$ cat config.mk
export PLATFORM = sky130hd
export DESIGN_NAME = gpios_port
export DESIGN_NICKNAME = d
export VERILOG_FILES = /design/src/gpios_pkg.sv /design/src/gpios_port.sv
export SDC_FILE = /design/constraint.sdc
export NUM_CORES = 1
export LEC_CHECK = 0
export BUFFER_PORTS_ARGS = -buffer_cell sky130_fd_sc_hd__buf_2
export CELL_PAD_IN_SITES_DETAIL_PLACEMENT = 1
export CELL_PAD_IN_SITES_GLOBAL_PLACEMENT = 2
export CORE_MARGIN = 2
export CORE_UTILIZATION = 31
export CTS_BUF_LIST = sky130_fd_sc_hd__clkbuf_16
export DETAILED_ROUTE_END_ITERATION = 12
export GPL_ROUTABILITY_DRIVEN = 0
export PLACE_DENSITY_LB_ADDON = 0.25
export SYNTH_ARGS = -nofsm -noshare
export SYNTH_HDL_FRONTEND = slang
export SYNTH_SLANG_ARGS = --single-unit
$ cat constraint.sdc
create_clock -name aclk -period 1.8 [get_ports aclk]
set_input_delay 0.36 -clock aclk [delete_from_list [all_inputs] [get_ports aclk]]
set_output_delay 0.36 -clock aclk [all_outputs]
set_load 0.05 [all_outputs]
$ cat src/gpios_pkg.sv
/*
  constants for the eight-pin general purpose port: register indexes,
  control field positions, sense codes and reset values.
  assumes a 32-bit register bus where byte address = 4 * index.
*/
package gpios_pkg;

  // ----------------------------------------------------------------
  // register indexes (byte address is four times the index)
  // ----------------------------------------------------------------
  localparam logic [5:0] DRIVE_ENABLE_FLIP_IDX       = 6'h03;
  localparam logic [5:0] DRIVE_LEVEL_LATCH_IDX       = 6'h04;
  localparam logic [5:0] DRIVE_LEVEL_SET_ALIAS_IDX   = 6'h05;
  localparam logic [5:0] DRIVE_LEVEL_CLEAR_ALIAS_IDX = 6'h06;
  localparam logic [5:0] DRIVE_LEVEL_FLIP_ALIAS_IDX  = 6'h07;
  localparam logic [5:0] SAMPLED_LEVEL_IDX           = 6'h08;
  localparam logic [5:0] PIN_EVENT_FLAG_REG_IDX      = 6'h09;
  localparam logic [5:0] PAD_CONTROL_IDX             = 6'h10;

  // ----------------------------------------------------------------
  // pad_control fields
  // ----------------------------------------------------------------
  localparam int POLARITY_FLIP_ENABLE_POS       = 7;
  localparam int WEAK_HIGH_RESISTOR_ENABLE_POS  = 3;
  localparam int SENSE_SELECT_LSB               = 0;
  localparam int SENSE_SELECT_W                 = 3;

  // ----------------------------------------------------------------
  // sense codes
  // ----------------------------------------------------------------
  localparam logic [2:0] SENSE_OFF_BUFFER_ON = 3'h0;
  localparam logic [2:0] SENSE_ANY_EDGE      = 3'h1;
  localparam logic [2:0] SENSE_RISING        = 3'h2;
  localparam logic [2:0] SENSE_FALLING       = 3'h3;
  localparam logic [2:0] SENSE_BUFFER_OFF    = 3'h4;
  localparam logic [2:0] SENSE_LOW_LEVEL     = 3'h5;

  // ----------------------------------------------------------------
  // reset values and bus answers
  // ----------------------------------------------------------------
  localparam logic [7:0] PORT_REG_RESET = 8'h00;
  localparam logic [1:0] RESP_OKAY      = 2'h0;
  localparam logic [1:0] RESP_SLVERR    = 2'h2;

endpackage

$ cat src/gpios_port.sv
/*
  eight-pin general purpose port with axi4-lite register access:
  driver enable, drive level latch with set/clear/flip aliases,
  synchronised input sampling, per-pin event flags and pad control.
  assumes pins are asynchronous to aclk and the pad cell combines
  drive, enable and pull-up itself.
// Operation
// RULE1: writing one to drive_enable_flip bit inverts that driver enable
// RULE2: reading drive_enable_flip returns the driver enable register
// RULE3: zero bits written to any alias leave targets untouched
// RULE4: latch bit drives pad low or high only while driver enabled
// RULE5: one written to set alias forces latch bit high
// RULE6: one written to clear alias forces latch bit low
// RULE7: one written to flip alias or sampled level inverts latch bit
// RULE8: set, clear and flip aliases read back the latch
// RULE9: sampled level reports pin level while input buffer is on
// RULE10: buffer off holds sampled level bit, stops sampling
// RULE11: event flag sets when pin matches its sense selection
// RULE12: writing one clears event flag, zero leaves it
// RULE13: polarity flip enable inverts both input and output
// RULE14: pull-up enabled when its bit set and pin input-only
// RULE15: sense codes 1,2,3 pick both, rising, falling edges
// RULE16: code 0 buffer on no sense, 4 all off, 5 low level
// RULE17: driver enable zero means input-only, one means output
// RULE18: all registers and sampling run on the port clock
// RULE19: pin inputs synchronised before detection and sampling
// RULE20: reserved sense codes act as code 0, reserved bits read zero
*/
`timescale 1ns/1ps

module gpios_port #(
  parameter int PINS   = 8,
  parameter int ADDR_W = 8
) (
  input  wire logic              aclk,
  input  wire logic              aresetn,
  input  wire logic [ADDR_W-1:0] s_axi_awaddr,
  input  wire logic              s_axi_awvalid,
  output logic                   s_axi_awready,
  input  wire logic [31:0]       s_axi_wdata,
  input  wire logic [3:0]        s_axi_wstrb,
  input  wire logic              s_axi_wvalid,
  output logic                   s_axi_wready,
  output logic [1:0]             s_axi_bresp,
  output logic                   s_axi_bvalid,
  input  wire logic              s_axi_bready,
  input  wire logic [ADDR_W-1:0] s_axi_araddr,
  input  wire logic              s_axi_arvalid,
  output logic                   s_axi_arready,
  output logic [31:0]            s_axi_rdata,
  output logic [1:0]             s_axi_rresp,
  output logic                   s_axi_rvalid,
  input  wire logic              s_axi_rready,
  input  wire logic [PINS-1:0]   pad_in,
  output logic [PINS-1:0]        pad_out,
  output logic [PINS-1:0]        pad_oe,
  output logic [PINS-1:0]        pad_pullup_en
);

  // ----------------------------------------------------------------
  // address decode helpers
  // ----------------------------------------------------------------
  function automatic logic is_mapped(input logic [5:0] idx);
    is_mapped = (idx >= gpios_pkg::DRIVE_ENABLE_FLIP_IDX &&
                 idx <= gpios_pkg::PIN_EVENT_FLAG_REG_IDX) ||
                (idx >= gpios_pkg::PAD_CONTROL_IDX &&
                 idx <  gpios_pkg::PAD_CONTROL_IDX + 6'(PINS));
  endfunction

  // ----------------------------------------------------------------
  // register state
  // ----------------------------------------------------------------
  logic [PINS-1:0] dir_q;
  logic [PINS-1:0] dir_d;
  logic [PINS-1:0] lvl_q;
  logic [PINS-1:0] lvl_d;
  logic [PINS-1:0] in_q;
  logic [PINS-1:0] flag_q;
  logic [PINS-1:0] inv_q;
  logic [PINS-1:0] pu_q;
  logic [2:0]      isc_q [PINS];

  // ----------------------------------------------------------------
  // axi4-lite write channel
  // ----------------------------------------------------------------
  logic              aw_full_q;
  logic              aw_full_d;
  logic [5:0]        aw_idx_q;
  logic              w_full_q;
  logic              w_full_d;
  logic [7:0]        w_byte_q;
  logic              w_lane0_q;
  logic              bvalid_d;
  logic              awready_d;
  logic              wready_d;
  logic              wr_go;
  logic              wr_en;
  logic [7:0]        wr_data;

  assign wr_go   = aw_full_q & w_full_q & ~s_axi_bvalid;
  assign wr_en   = wr_go & w_lane0_q & is_mapped(aw_idx_q);
  assign wr_data = w_byte_q;

  assign aw_full_d = wr_go ? 1'b0
                   : aw_full_q | (s_axi_awvalid & s_axi_awready);
  assign w_full_d  = wr_go ? 1'b0
                   : w_full_q | (s_axi_wvalid & s_axi_wready);
  assign bvalid_d  = wr_go | (s_axi_bvalid & ~s_axi_bready);
  assign awready_d = ~aw_full_d & ~bvalid_d;
  assign wready_d  = ~w_full_d & ~bvalid_d;

  always_ff @(posedge aclk) begin
    if (!aresetn) begin
      aw_full_q     <= 1'b0;
      w_full_q      <= 1'b0;
      aw_idx_q      <= 6'h00;
      w_byte_q      <= 8'h00;
      w_lane0_q     <= 1'b0;
      s_axi_awready <= 1'b0;
      s_axi_wready  <= 1'b0;
      s_axi_bvalid  <= 1'b0;
      s_axi_bresp   <= gpios_pkg::RESP_OKAY;
    end else begin
      aw_full_q     <= aw_full_d;
      w_full_q      <= w_full_d;
      s_axi_awready <= awready_d;
      s_axi_wready  <= wready_d;
      s_axi_bvalid  <= bvalid_d;
      if (s_axi_awvalid && s_axi_awready) begin
        aw_idx_q <= s_axi_awaddr[7:2];
      end
      if (s_axi_wvalid && s_axi_wready) begin
        w_byte_q  <= s_axi_wdata[7:0];
        w_lane0_q <= s_axi_wstrb[0];
      end
      if (wr_go) begin
        s_axi_bresp <= is_mapped(aw_idx_q) ? gpios_pkg::RESP_OKAY
                                           : gpios_pkg::RESP_SLVERR;
      end
    end
  end

  // ----------------------------------------------------------------
  // write decode
  // ----------------------------------------------------------------
  wire wr_dir_flip = wr_en && aw_idx_q == gpios_pkg::DRIVE_ENABLE_FLIP_IDX;
  wire wr_latch = wr_en && aw_idx_q == gpios_pkg::DRIVE_LEVEL_LATCH_IDX;
  wire wr_set = wr_en && aw_idx_q == gpios_pkg::DRIVE_LEVEL_SET_ALIAS_IDX;
  wire wr_clr = wr_en && aw_idx_q == gpios_pkg::DRIVE_LEVEL_CLEAR_ALIAS_IDX;
  wire wr_flip = wr_en &&
                 (aw_idx_q == gpios_pkg::DRIVE_LEVEL_FLIP_ALIAS_IDX ||
                  aw_idx_q == gpios_pkg::SAMPLED_LEVEL_IDX);
  wire wr_flag = wr_en && aw_idx_q == gpios_pkg::PIN_EVENT_FLAG_REG_IDX;

  wire [PINS-1:0] wr_mask = wr_data[PINS-1:0];

  // zero bits of an alias write leave the target alone  // see RULE3
  assign dir_d = wr_dir_flip ? dir_q ^ wr_mask : dir_q;  // see RULE1

  always_comb begin
    lvl_d = lvl_q;
    if (wr_latch) begin
      lvl_d = wr_mask;
    end
    if (wr_set) begin
      lvl_d = lvl_q | wr_mask;  // see RULE5
    end
    if (wr_clr) begin
      lvl_d = lvl_q & ~wr_mask;  // see RULE6
    end
    if (wr_flip) begin
      lvl_d = lvl_q ^ wr_mask;  // see RULE7
    end
  end

  // all state runs on aclk; no clock, no sampling  // see RULE18
  always_ff @(posedge aclk) begin
    if (!aresetn) begin
      dir_q <= gpios_pkg::PORT_REG_RESET[PINS-1:0];
      lvl_q <= gpios_pkg::PORT_REG_RESET[PINS-1:0];
    end else begin
      dir_q <= dir_d;
      lvl_q <= lvl_d;
    end
  end

  // ----------------------------------------------------------------
  // per-pin input path, sense and control
  // ----------------------------------------------------------------
  genvar gi;
  generate
    for (gi = 0; gi < PINS; gi++) begin : g_pin
      logic s1_q;
      logic s2_q;
      logic s3_q;
      logic settled_q;
      logic prev_q;
      logic buf_on;
      logic lvl_now;
      logic rise;
      logic fall;
      logic hit;
      logic wr_ctrl;

      assign wr_ctrl = wr_en &&
                       aw_idx_q == gpios_pkg::PAD_CONTROL_IDX + 6'(gi);
      assign buf_on  = isc_q[gi] != gpios_pkg::SENSE_BUFFER_OFF;  // see RULE16
      assign lvl_now = settled_q ^ inv_q[gi];  // see RULE13
      assign rise    = buf_on & lvl_now & ~prev_q;
      assign fall    = buf_on & ~lvl_now & prev_q;

      // reserved codes fall to the default: no sensing  // see RULE20
      always_comb begin
        case (isc_q[gi])
          gpios_pkg::SENSE_ANY_EDGE:  hit = rise | fall;  // see RULE15
          gpios_pkg::SENSE_RISING:    hit = rise;
          gpios_pkg::SENSE_FALLING:   hit = fall;
          gpios_pkg::SENSE_LOW_LEVEL: hit = ~lvl_now;  // see RULE16
          default:                    hit = 1'b0;
        endcase
      end

      always_ff @(posedge aclk) begin
        if (!aresetn) begin
          s1_q        <= 1'b0;
          s2_q        <= 1'b0;
          s3_q        <= 1'b0;
          settled_q   <= 1'b0;
          prev_q      <= 1'b0;
          in_q[gi]    <= 1'b0;
          flag_q[gi]  <= 1'b0;
          inv_q[gi]   <= 1'b0;
          pu_q[gi]    <= 1'b0;
          isc_q[gi]   <= gpios_pkg::SENSE_OFF_BUFFER_ON;
        end else begin
          // three-stage synchroniser, change taken when 2 and 3 agree
          s1_q <= pad_in[gi];  // see RULE19
          s2_q <= s1_q;
          s3_q <= s2_q;
          if (s2_q == s3_q) begin
            settled_q <= s3_q;
          end
          // buffer off: sampled bit and edge history hold  // see RULE10
          if (buf_on) begin
            prev_q   <= lvl_now;
            in_q[gi] <= lvl_now;  // see RULE9
          end
          // a new hit wins over a clear in the same cycle  // see RULE12
          flag_q[gi] <= (flag_q[gi] & ~(wr_flag & wr_mask[gi]))
                        | hit;  // see RULE11
          if (wr_ctrl) begin
            inv_q[gi] <= wr_data[gpios_pkg::POLARITY_FLIP_ENABLE_POS];
            pu_q[gi]  <= wr_data[gpios_pkg::WEAK_HIGH_RESISTOR_ENABLE_POS];
            isc_q[gi] <= wr_data[gpios_pkg::SENSE_SELECT_LSB +:
                                 gpios_pkg::SENSE_SELECT_W];
          end
        end
      end
    end
  endgenerate

  // ----------------------------------------------------------------
  // pad outputs
  // ----------------------------------------------------------------
  always_ff @(posedge aclk) begin
    if (!aresetn) begin
      pad_out       <= '0;
      pad_oe        <= '0;
      pad_pullup_en <= '0;
    end else begin
      pad_oe        <= dir_q;  // see RULE17
      pad_out       <= (lvl_q ^ inv_q) & dir_q;  // see RULE4
      pad_pullup_en <= pu_q & ~dir_q;  // see RULE14
    end
  end

  // ----------------------------------------------------------------
  // axi4-lite read channel
  // ----------------------------------------------------------------
  logic [5:0]  rd_idx;
  logic [7:0]  rd_val;
  logic [7:0]  ctrl_rd;
  logic        ar_hs;
  logic        rvalid_d;
  logic [2:0]  ctrl_sel;

  assign rd_idx   = s_axi_araddr[7:2];
  assign ar_hs    = s_axi_arvalid & s_axi_arready;
  assign rvalid_d = ar_hs | (s_axi_rvalid & ~s_axi_rready);
  assign ctrl_sel = rd_idx[2:0];
  // reserved control bits read zero  // see RULE20
  assign ctrl_rd  = {inv_q[ctrl_sel], 3'h0, pu_q[ctrl_sel],
                     isc_q[ctrl_sel]};

  always_comb begin
    rd_val = 8'h00;
    case (rd_idx)
      gpios_pkg::DRIVE_ENABLE_FLIP_IDX:       rd_val = dir_q;  // see RULE2
      gpios_pkg::DRIVE_LEVEL_LATCH_IDX,
      gpios_pkg::DRIVE_LEVEL_SET_ALIAS_IDX,
      gpios_pkg::DRIVE_LEVEL_CLEAR_ALIAS_IDX,
      gpios_pkg::DRIVE_LEVEL_FLIP_ALIAS_IDX:  rd_val = lvl_q;  // see RULE8
      gpios_pkg::SAMPLED_LEVEL_IDX:           rd_val = in_q;
      gpios_pkg::PIN_EVENT_FLAG_REG_IDX:      rd_val = flag_q;
      default: begin
        if (is_mapped(rd_idx)) begin
          rd_val = ctrl_rd;
        end
      end
    endcase
  end

  always_ff @(posedge aclk) begin
    if (!aresetn) begin
      s_axi_arready <= 1'b0;
      s_axi_rvalid  <= 1'b0;
      s_axi_rdata   <= 32'h0000_0000;
      s_axi_rresp   <= gpios_pkg::RESP_OKAY;
    end else begin
      s_axi_rvalid  <= rvalid_d;
      s_axi_arready <= ~rvalid_d;
      if (ar_hs) begin
        s_axi_rdata <= {24'h00_0000, rd_val};
        s_axi_rresp <= is_mapped(rd_idx) ? gpios_pkg::RESP_OKAY
                                         : gpios_pkg::RESP_SLVERR;
      end
    end
  end

endmodule

Word level (Yosys, flattened, before mapping) --
Memory sizes are Yosys's and may differ from the RTL's. Index checks and enable logic that the tools add are counted.
Operators by class: add/subtract/negate cells 0, multipliers 0, div/mod/pow operators 0, order comparisons 9, eq/ne operators 70, shift operators 0, multiplexer cells 55, bitwise gates (word level) 135, reduce and logical (&&, ||, !) cells 25
Operator list (number):
- $and A1 B1 Y1 | 59
- $eq A3 B2 Y1 const B | 16
- $eq A6 B3 Y1 const B | 8
- $eq A6 B5 Y1 const B | 8
- $mux W8 | 5
- $pmux W1 S4 | 8
- $pmux W8 S4 | 1
- $not A1 Y1 | 31
- $mux W1 | 29
- $or A1 B1 Y1 | 28
- $and A8 B8 Y8 | 3
- $eq A3 B1 Y1 const B | 8
- $eq A3 B3 Y1 const B | 8
- $eq A6 B4 Y1 const B | 4
- $mux W3 | 8
- $ne A3 B3 Y1 const B | 8
- $xor A8 B8 Y8 | 3
- $logic_and A1 B1 Y1 | 20
- $not A8 Y8 | 2
- $eq A6 B2 Y1 const B | 2
- $ge A6 B2 Y1 const B | 2
- $ge A6 B5 Y1 const B | 2
- $le A6 B4 Y1 const B | 2
- $lt A6 B5 Y1 const B | 2
- 9 further kinds | 27
Storage, ports and cells: register bits after elaboration 138, bits in latches 0, RAM bits 24, bits in read-only memories 0, input port bits 67, output and inout port bits 65, logic and storage cells 377, memories kept 1
Memories:
- isc_q | depth 8, bits a word 3, read ports 9, clocked after memory_dff 0, wr ports 8, RTL line gpios_port.sv:81 | logic [2:0] isc_q [PINS];

Depth between registers and ports, before layout --
Gate-level depths: netlist of the first run.
depth after elaboration 9, mapped depth 7, mapped depth without buffers 6

Worst setup path before layout of the first run --
No wires, ideal clock.
path kind register to register, start reg s_axi_bvalid, end mem isc_q[4][0] (enable), setup time 0.302 ns, data arrival time 1.919 ns, data required time 1.498 ns, path slack -0.421 ns, stages on the path, launching flop included 6, path buffers 1, clock period less this slack 2.221 ns, path through dfxtp_1 -> nand4b_1 -> or3b_2 -> clkbuf_1 -> or2_2 -> nand2_1
RTL lines:
- start: declaration | RTL line gpios_port.sv:45 | output logic s_axi_bvalid,
- start signal: assignment | RTL line gpios_port.sv:128 | s_axi_bvalid <= bvalid_d;
- end: declaration | RTL line gpios_port.sv:81

Worst setup path after layout of the first run --
start reg s_axi_bvalid, end reg flag_q[1]
Between the ends: word-level cells in the longest chain between the ends 9
RTL lines:
- $not A1 Y1 | RTL line gpios_port.sv:100 | assign wr_go = aw_full_q & w_full_q & ~s_axi_bvalid;
- $and A1 B1 Y1 | RTL line gpios_port.sv:100
- $and A1 B1 Y1 (2 in a row) | RTL line gpios_port.sv:101 | assign wr_en = wr_go & w_lane0_q & is_mapped(aw_idx_q);
- $logic_and A1 B1 Y1 | RTL line gpios_port.sv:153 | wire wr_flag = wr_en && aw_idx_q == gpios_pkg::PIN_EVENT_FLAG_REG_IDX;
- $and A1 B1 Y1 | RTL line gpios_port.sv:249 | flag_q[gi] <= (flag_q[gi] & ~(wr_flag & wr_mask[gi]))
- $not A1 Y1 | RTL line gpios_port.sv:249
- $and A1 B1 Y1 | RTL line gpios_port.sv:249
- $or A1 B1 Y1 | RTL line gpios_port.sv:250 | | hit;
- end signal: indexed assignment | RTL line gpios_port.sv:249
- end: declaration | RTL line gpios_port.sv:78 | logic [PINS-1:0] flag_q;
No other way between the ends. A chain may end at the register's enable or synchronous reset.

==> impl_metrics.py, run 1 <==
metrics = {
    "synthesis": {
        "synth_top_family_by_area": "simple AND/OR/NAND/NOR gates",
        "yosys_warnings": 0,
        "netlist_area_sq_um": 7450,
        "synth_area_leaders": "dfxtp_1 37%, edfxtp_1 9.7%, nand2_1 4.2%",
        "synth_edf_count": 24,
        "yosys.area.top_type": "dfxtp_1",
        "synth_seq_cells": 160,
        "synthMuxAreaShare": 0.0811,
        "synth_ff_type": "dfxtp_1",
        "synth-compound-area-share": 0.122,
        "synthXorXnorAreaFrac": 0.0376,
        "synthSimpleGateAreaFrac": 0.207,
        "syn_inst": 790,
        "async_flop_share": 0,
        "synth_area_per_cell_sq_um": 9.43,
        "ys_seq_area_frac": 0.462,
        "synth-adder-area-share": 0.0269,
        "synth_cell_types": 53,
        "synth_top_area_share": 0.365,
    },
    "clocking": {
        "cts.path.max_buffers": 2,
        "cts_root_buf": "clkbuf_16",
        "cts_tree": "yes",
        "cts_sinks": 160,
        "clock_latency_ns": 0.43,
        "cts_buffers": 17,
        "clk_pin_slew_ns": 0.07,
        "h-tree-depth": 4,
    },
    "final_layout": {
        "fin_cells": 1227,
        "stdcell_area_sq_um": 9020,
        "final_common_cell": "dfxtp_1",
        "syn2layout_area_growth_pct": 21.0,
        "layout_common_cells": "129 x dfxtp_1, 82 x nand2_1, 74 x buf_2",
        "largest_reg_flops": 24,
        "regMostFlops": "isc_q",
        "layout-drive-gt1-share": 0.220,
        "antenna_cells": 0,
        "nNetsFinal": 978,
    },
    "worst_setup_path": {
        "cp.required_ns": 2.11,
        "cpPeakStageDelay_ns": 0.37,
        "worstPathMaxFanout": 8,
        "cp_top_family": "simple AND/OR/NAND/NOR gates",
        "critPathSlowestCell": "dfxtp_4",
        "path_buf_inv": 2,
        "path_cells": "nand4b_1 -> buf_4 -> nor4_2 -> buf_4 -> a21boi_0 -> o31a_1",
        "worstSetupPathType": "flip-flop to flip-flop",
        "r2r_setup_slack_ns": 0.01,
        "cpMostUsedCell": "buf_4",
        "arrival_ns": 2.10,
        "worstSetupStartpointType": "flip-flop",
        "cp-end-kind": "flip-flop",
    },
    "sta": {
        "hold_viol": 0,
        "final.min_clock_period_ns": 1.79,
        "final.period_utilization": 0.994,
        "setup_viol_count_final": 0,
        "clock_skew_ns": 0.0130,
        "maxSlewViolCount": 0,
        "max_freq_mhz": 559,
        "rsz0062_at_grt": "yes",
        "layout_setup_ws_ns": 0.00990,
    },
    "route": {
        "wirelength_um": 21400,
        "vias_per_cell": 4.79,
        "first_pass_iters": 8,
        "post-route-drc-count": 0,
        "drt_iter0_drc": 299,
        "post_drt_wl_per_cell_um": 17.4,
        "ant_nets": 0,
        "vias": 5876,
    },
    "placement": {
        "place_area_sq_um": 8430,
        "portBuffers": 74,
        "pre_cts_ws_ns": -0.0322,
        "dp.cells": 1194,
        "dpl.hpwl_um": 16000,
    },
    "floorplan": {
        "start_util": 0.317,
        "die_h_um": 159,
        "io_pins": 132,
        "die_x_um": 159,
        "die_area_sq_um": 25300,
        "rows": 56,
        "core_sq_um": 23500,
    },
    "global_route": {
        "grt_pass1_wl_um": 34300,
        "grt_max_degree": 61,
        "grt_usage": 0.172,
        "grt_pass1_vias": 5981,
        "gr-total-overflow": 0,
        "antenna_found_initial": 0,
    },
    "hold_path": {
        "hold_class": "primary input to flip-flop",
    },
    "pwr": {
        "p_total_uw": 7820,
        "leakage_uw": 0.00363,
        "ir_worst_vdd_mv": 0.529,
        "p_per_area_nw_per_um2": 867,
    },
    "job": {
        "cap_violations": 0,
    },
    "run_status": {
        "outcome": "complete, no violations",
    },
}
==> cell type report <==
cell class / instances / area, sq um
Multi-Input combinational cell: 561 / 3660
Tap cell: 319 / 399
Clock inverter: 15 / 110
Timing Repair Buffer: 129 / 866
Clock buffer: 17 / 425
Inverter: 26 / 97.6
Fill cell: 2750 / 14500
Sequential cell: 160 / 3450
==> worst paths after layout <==
path,from,endpoint,depth (start not counted)
hold reg to reg,g_pin[2].s1_q$_SDFF_PN0_,g_pin[2].s2_q$_SDFF_PN0_,1
hold / removal,pad_in[3],g_pin[3].s1_q$_SDFF_PN0_,2
setup / recovery,s_axi_bvalid$_SDFF_PN0_,flag_q[1]$_SDFF_PN0_,6
setup reg to reg,s_axi_bvalid$_SDFF_PN0_,flag_q[1]$_SDFF_PN0_,6
==> synth_stat cells, types with 16 or more instances <==
cell      instances
nand2_1          83
nand2b_1         28
nor2_1           66
xor2_1           32
buf_4            26
nor3_1           22
clkbuf_1         35
edfxtp_1         24
dfxtp_1         136
and2_1           44
o21ai_0          30
a21oi_1          44
ha_1             16
inv_1            26
mux2i_1          30
==> cells by family after synthesis <==
kind of cell	Yosys count
compound gates	138
xor+xnor	32
fa+ha+maj	16
buf+inv	94
flops	160
mux	47
other cells	1
simple gates	302
==> through the flow <==
step / hold WS, ns / setup TNS, ns / utilization
4_1_cts: 0.123 / 0 / 0.382
3_5_place_dp: 0.421 / -0.137 / 0.358
5_1_grt: 0.134 / -0.132 / 0.383
2_1_floorplan: 0.412 / -0.412 / -
6_report: 0.135 / 0 / 0.383
3_3_place_gp: 0.415 / 0 / 0.358
==> power breakdown <==
part | internal [uW] | switching (uW) | leakage [uW]
registers | 3700 | 68.0 | 0.00136
clock network | 1780 | 1560 | 0.000269
logic | 231 | 474 | 0.00200
total | 5710 | 2110 | 0.00363
==> per-layer routing <==
layer / GRT usage / wire, um / vias to the layer above
li1: - / - / 2911
met1: 0.242 / 10500 / 2850
met2: 0.274 / 9960 / 100
met3: 0.0263 / 677 / 15
met4: 0.0492 / 235 / 0
met5: 0 / 0 / -
==> repair_timing <==
item,CTS,global route
endpoints found under the setup margin,6,47
hold buffers,0,0
setup buffers,0,1
gates resized for setup,3,17
pin swaps,0,2
Power figures use the tool's default switching activity.
==> run 2, diff against run 1 <==
--- a/config.mk
+++ b/config.mk
@@ -13,7 +13,7 @@
 export CTS_BUF_LIST = sky130_fd_sc_hd__clkbuf_16
 export DETAILED_ROUTE_END_ITERATION = 12
 export GPL_ROUTABILITY_DRIVEN = 0
-export PLACE_DENSITY_LB_ADDON = 0.25
+export PLACE_DENSITY = 0.79
 export SYNTH_ARGS = -nofsm -noshare
 export SYNTH_HDL_FRONTEND = slang
 export SYNTH_SLANG_ARGS = --single-unit
==> run 2 against run 1 <==
Setup slack improved by 0.0045 ns. Utilization grew 0.18 points. Worst hold slack improved by 0.0028 ns. Largest power group unchanged. Highest routed layer unchanged.
==> impl_metrics.py, run 2 (synthesis gave the netlist of run 1 again) <==
metrics = {
    "final_layout": {
        "fill_cells": 2732,
        "syn2layout_area_growth_pct": 21.5,
        "nNetsFinal": 981,
        "fin_cells": 1230,
        "final_common_cell": "dfxtp_1",
        "layout_common_cells": "131 x dfxtp_1, 82 x nand2_1, 74 x buf_2",
        "stdcell_area_sq_um": 9060,
        "utilization": 0.385,
        "layout-drive-gt1-share": 0.222,
        "antenna_cells": 0,
        "regMostFlops": "isc_q",
        "largest_reg_flops": 24,
    },
    "placement": {
        "pre_cts_ws_ns": -0.00930,
        "place_area_sq_um": 8420,
        "portBuffers": 74,
        "dp.cells": 1196,
        "dpl.hpwl_um": 15800,
    },
    "clocking": {
        "cts_tree": "yes",
        "cts.path.max_buffers": 2,
        "ctsHoldBuffers": 0,
        "cts_sinks": 160,
        "cts_buffers": 17,
        "h-tree-depth": 4,
        "clock_latency_ns": 0.43,
        "clk_pin_slew_ns": 0.07,
        "cts_root_buf": "clkbuf_16",
    },
    "sta": {
        "max_freq_mhz": 560,
        "layout_setup_ws_ns": 0.0144,
        "final.min_clock_period_ns": 1.79,
        "maxSlewViolCount": 0,
        "clock_skew_ns": 0.0156,
        "hold_viol": 0,
        "hold_slack_ns": 0.137,
        "rsz0062_at_grt": "yes",
        "final.period_utilization": 0.992,
        "setup_viol_count_final": 0,
    },
    "worst_setup_path": {
        "worstSetupPathType": "flip-flop to flip-flop",
        "arrival_ns": 1.93,
        "worstPathMaxFanout": 7,
        "r2r_end": "isc_q[4][2]$_SDFFCE_PN0P_",
        "cp-end-kind": "flip-flop",
        "regToRegStartpoint": "s_axi_bvalid$_SDFF_PN0_",
        "critPathSlowestCell": "or3b_4",
        "cpPeakStageDelay_ns": 0.51,
        "path_cells": "nand4b_1 -> or3b_4 -> or2_4 -> nand2_4",
        "cp.required_ns": 1.94,
        "r2r_setup_slack_ns": 0.01,
        "crit_start": "s_axi_bvalid$_SDFF_PN0_",
        "cp_top_family": "simple AND/OR/NAND/NOR gates",
        "path_buf_inv": 0,
        "worstSetupStartpointType": "flip-flop",
        "reg2reg_depth": 4,
    },
    "run_status": {
        "outcome": "complete, no violations",
    },
    "job": {
        "cap_violations": 0,
    },
    "pwr": {
        "leakage_uw": 0.00366,
        "p_per_area_nw_per_um2": 898,
        "ir_worst_vdd_mv": 0.467,
    },
    "floorplan": {
        "start_util": 0.317,
        "io_pins": 132,
        "rows": 56,
        "core_sq_um": 23500,
        "die_area_sq_um": 25300,
        "die_x_um": 159,
        "die_h_um": 159,
    },
    "route": {
        "drt_iter0_drc": 354,
        "post_drt_wl_per_cell_um": 17.4,
        "ant_nets": 0,
        "first_pass_iters": 5,
        "post-route-drc-count": 0,
        "vias_per_cell": 4.81,
        "wirelength_um": 21400,
        "vias": 5918,
    },
    "global_route": {
        "grt_max_degree": 47,
        "grt_pass1_wl_um": 33900,
        "gr-total-overflow": 0,
        "antenna_found_initial": 0,
        "grt_pass1_vias": 6052,
        "grt_usage": 0.170,
    },
    "hold_path": {
        "min_to": "g_pin[7].s1_q$_SDFF_PN0_",
        "hold_class": "primary input to flip-flop",
        "min_path_cells": 2,
        "min_from": "pad_in[7]",
    },
}
==> run 2: how the worst max path moves through the flow <==
stage,to,slack [ns],depth (start not counted)
after floorplan,lvl_q[3]$_SDFFE_PN0P_,-0.11,7
after global placement,s_axi_rdata[3]$_SDFFE_PN0P_,0.01,5
after detailed placement,s_axi_rdata[0]$_SDFFE_PN0P_,-0.009,5
after global routing,isc_q[4][0]$_SDFFCE_PN0P_,-0.01,4
after CTS,lvl_q[1]$_SDFFE_PN0P_,0.01,5
final,isc_q[4][2]$_SDFFCE_PN0P_,0.01,4
==> run 2: report_power, final <==
group / internal, uW / switching, uW
combinational: 236 / 479
clock: 2120 / 1530
sequential: 3700 / 65.2
total: 6060 / 2070
==> run 2: area by class of cell <==
class	count	area, sq um	area share
well taps	319	399	0.0441
repair buffers	132	863	0.0953
flip-flops and latches	160	3450	0.381
clock buffers	18	450	0.0497
inverters	26	97.6	0.0108
clock inverters	14	138	0.0152
multi-input cells	561	3660	0.404
==> run 2: what timing repair did <==
item / 4_1_cts / 5_1_grt
setup buffers: 0 / 2
setup endpoints to repair: 0 / 59
gates resized for setup: 0 / 12
==> run 2: per-stage QoR <==
| stage | setup TNS [ns] | power [uW] |
|---|---|---|
| final | 0 | 8130 |
| after global routing | -0.0461 | 8420 |
| after CTS | 0 | 8190 |
| after detailed placement | -0.0167 | 4560 |
| after global placement | 0 | 4550 |
| after floorplan | -0.412 | 4350 |
==> run 2: worst register-to-register path: cells and delay by family (launching register included) <==
| kind | cells | cell delay, ns |
|---|---|---|
| and+or+nand+nor | 4 | 1.15 |
| DFF | 1 | 0.34 |
==> run 2: per-layer routing <==
metal,share of wire,track usage
met1,0.46,0.222
met2,0.49,0.288
met3,0.037,0.0310
met4,0.015,0.0483
met5,0,0
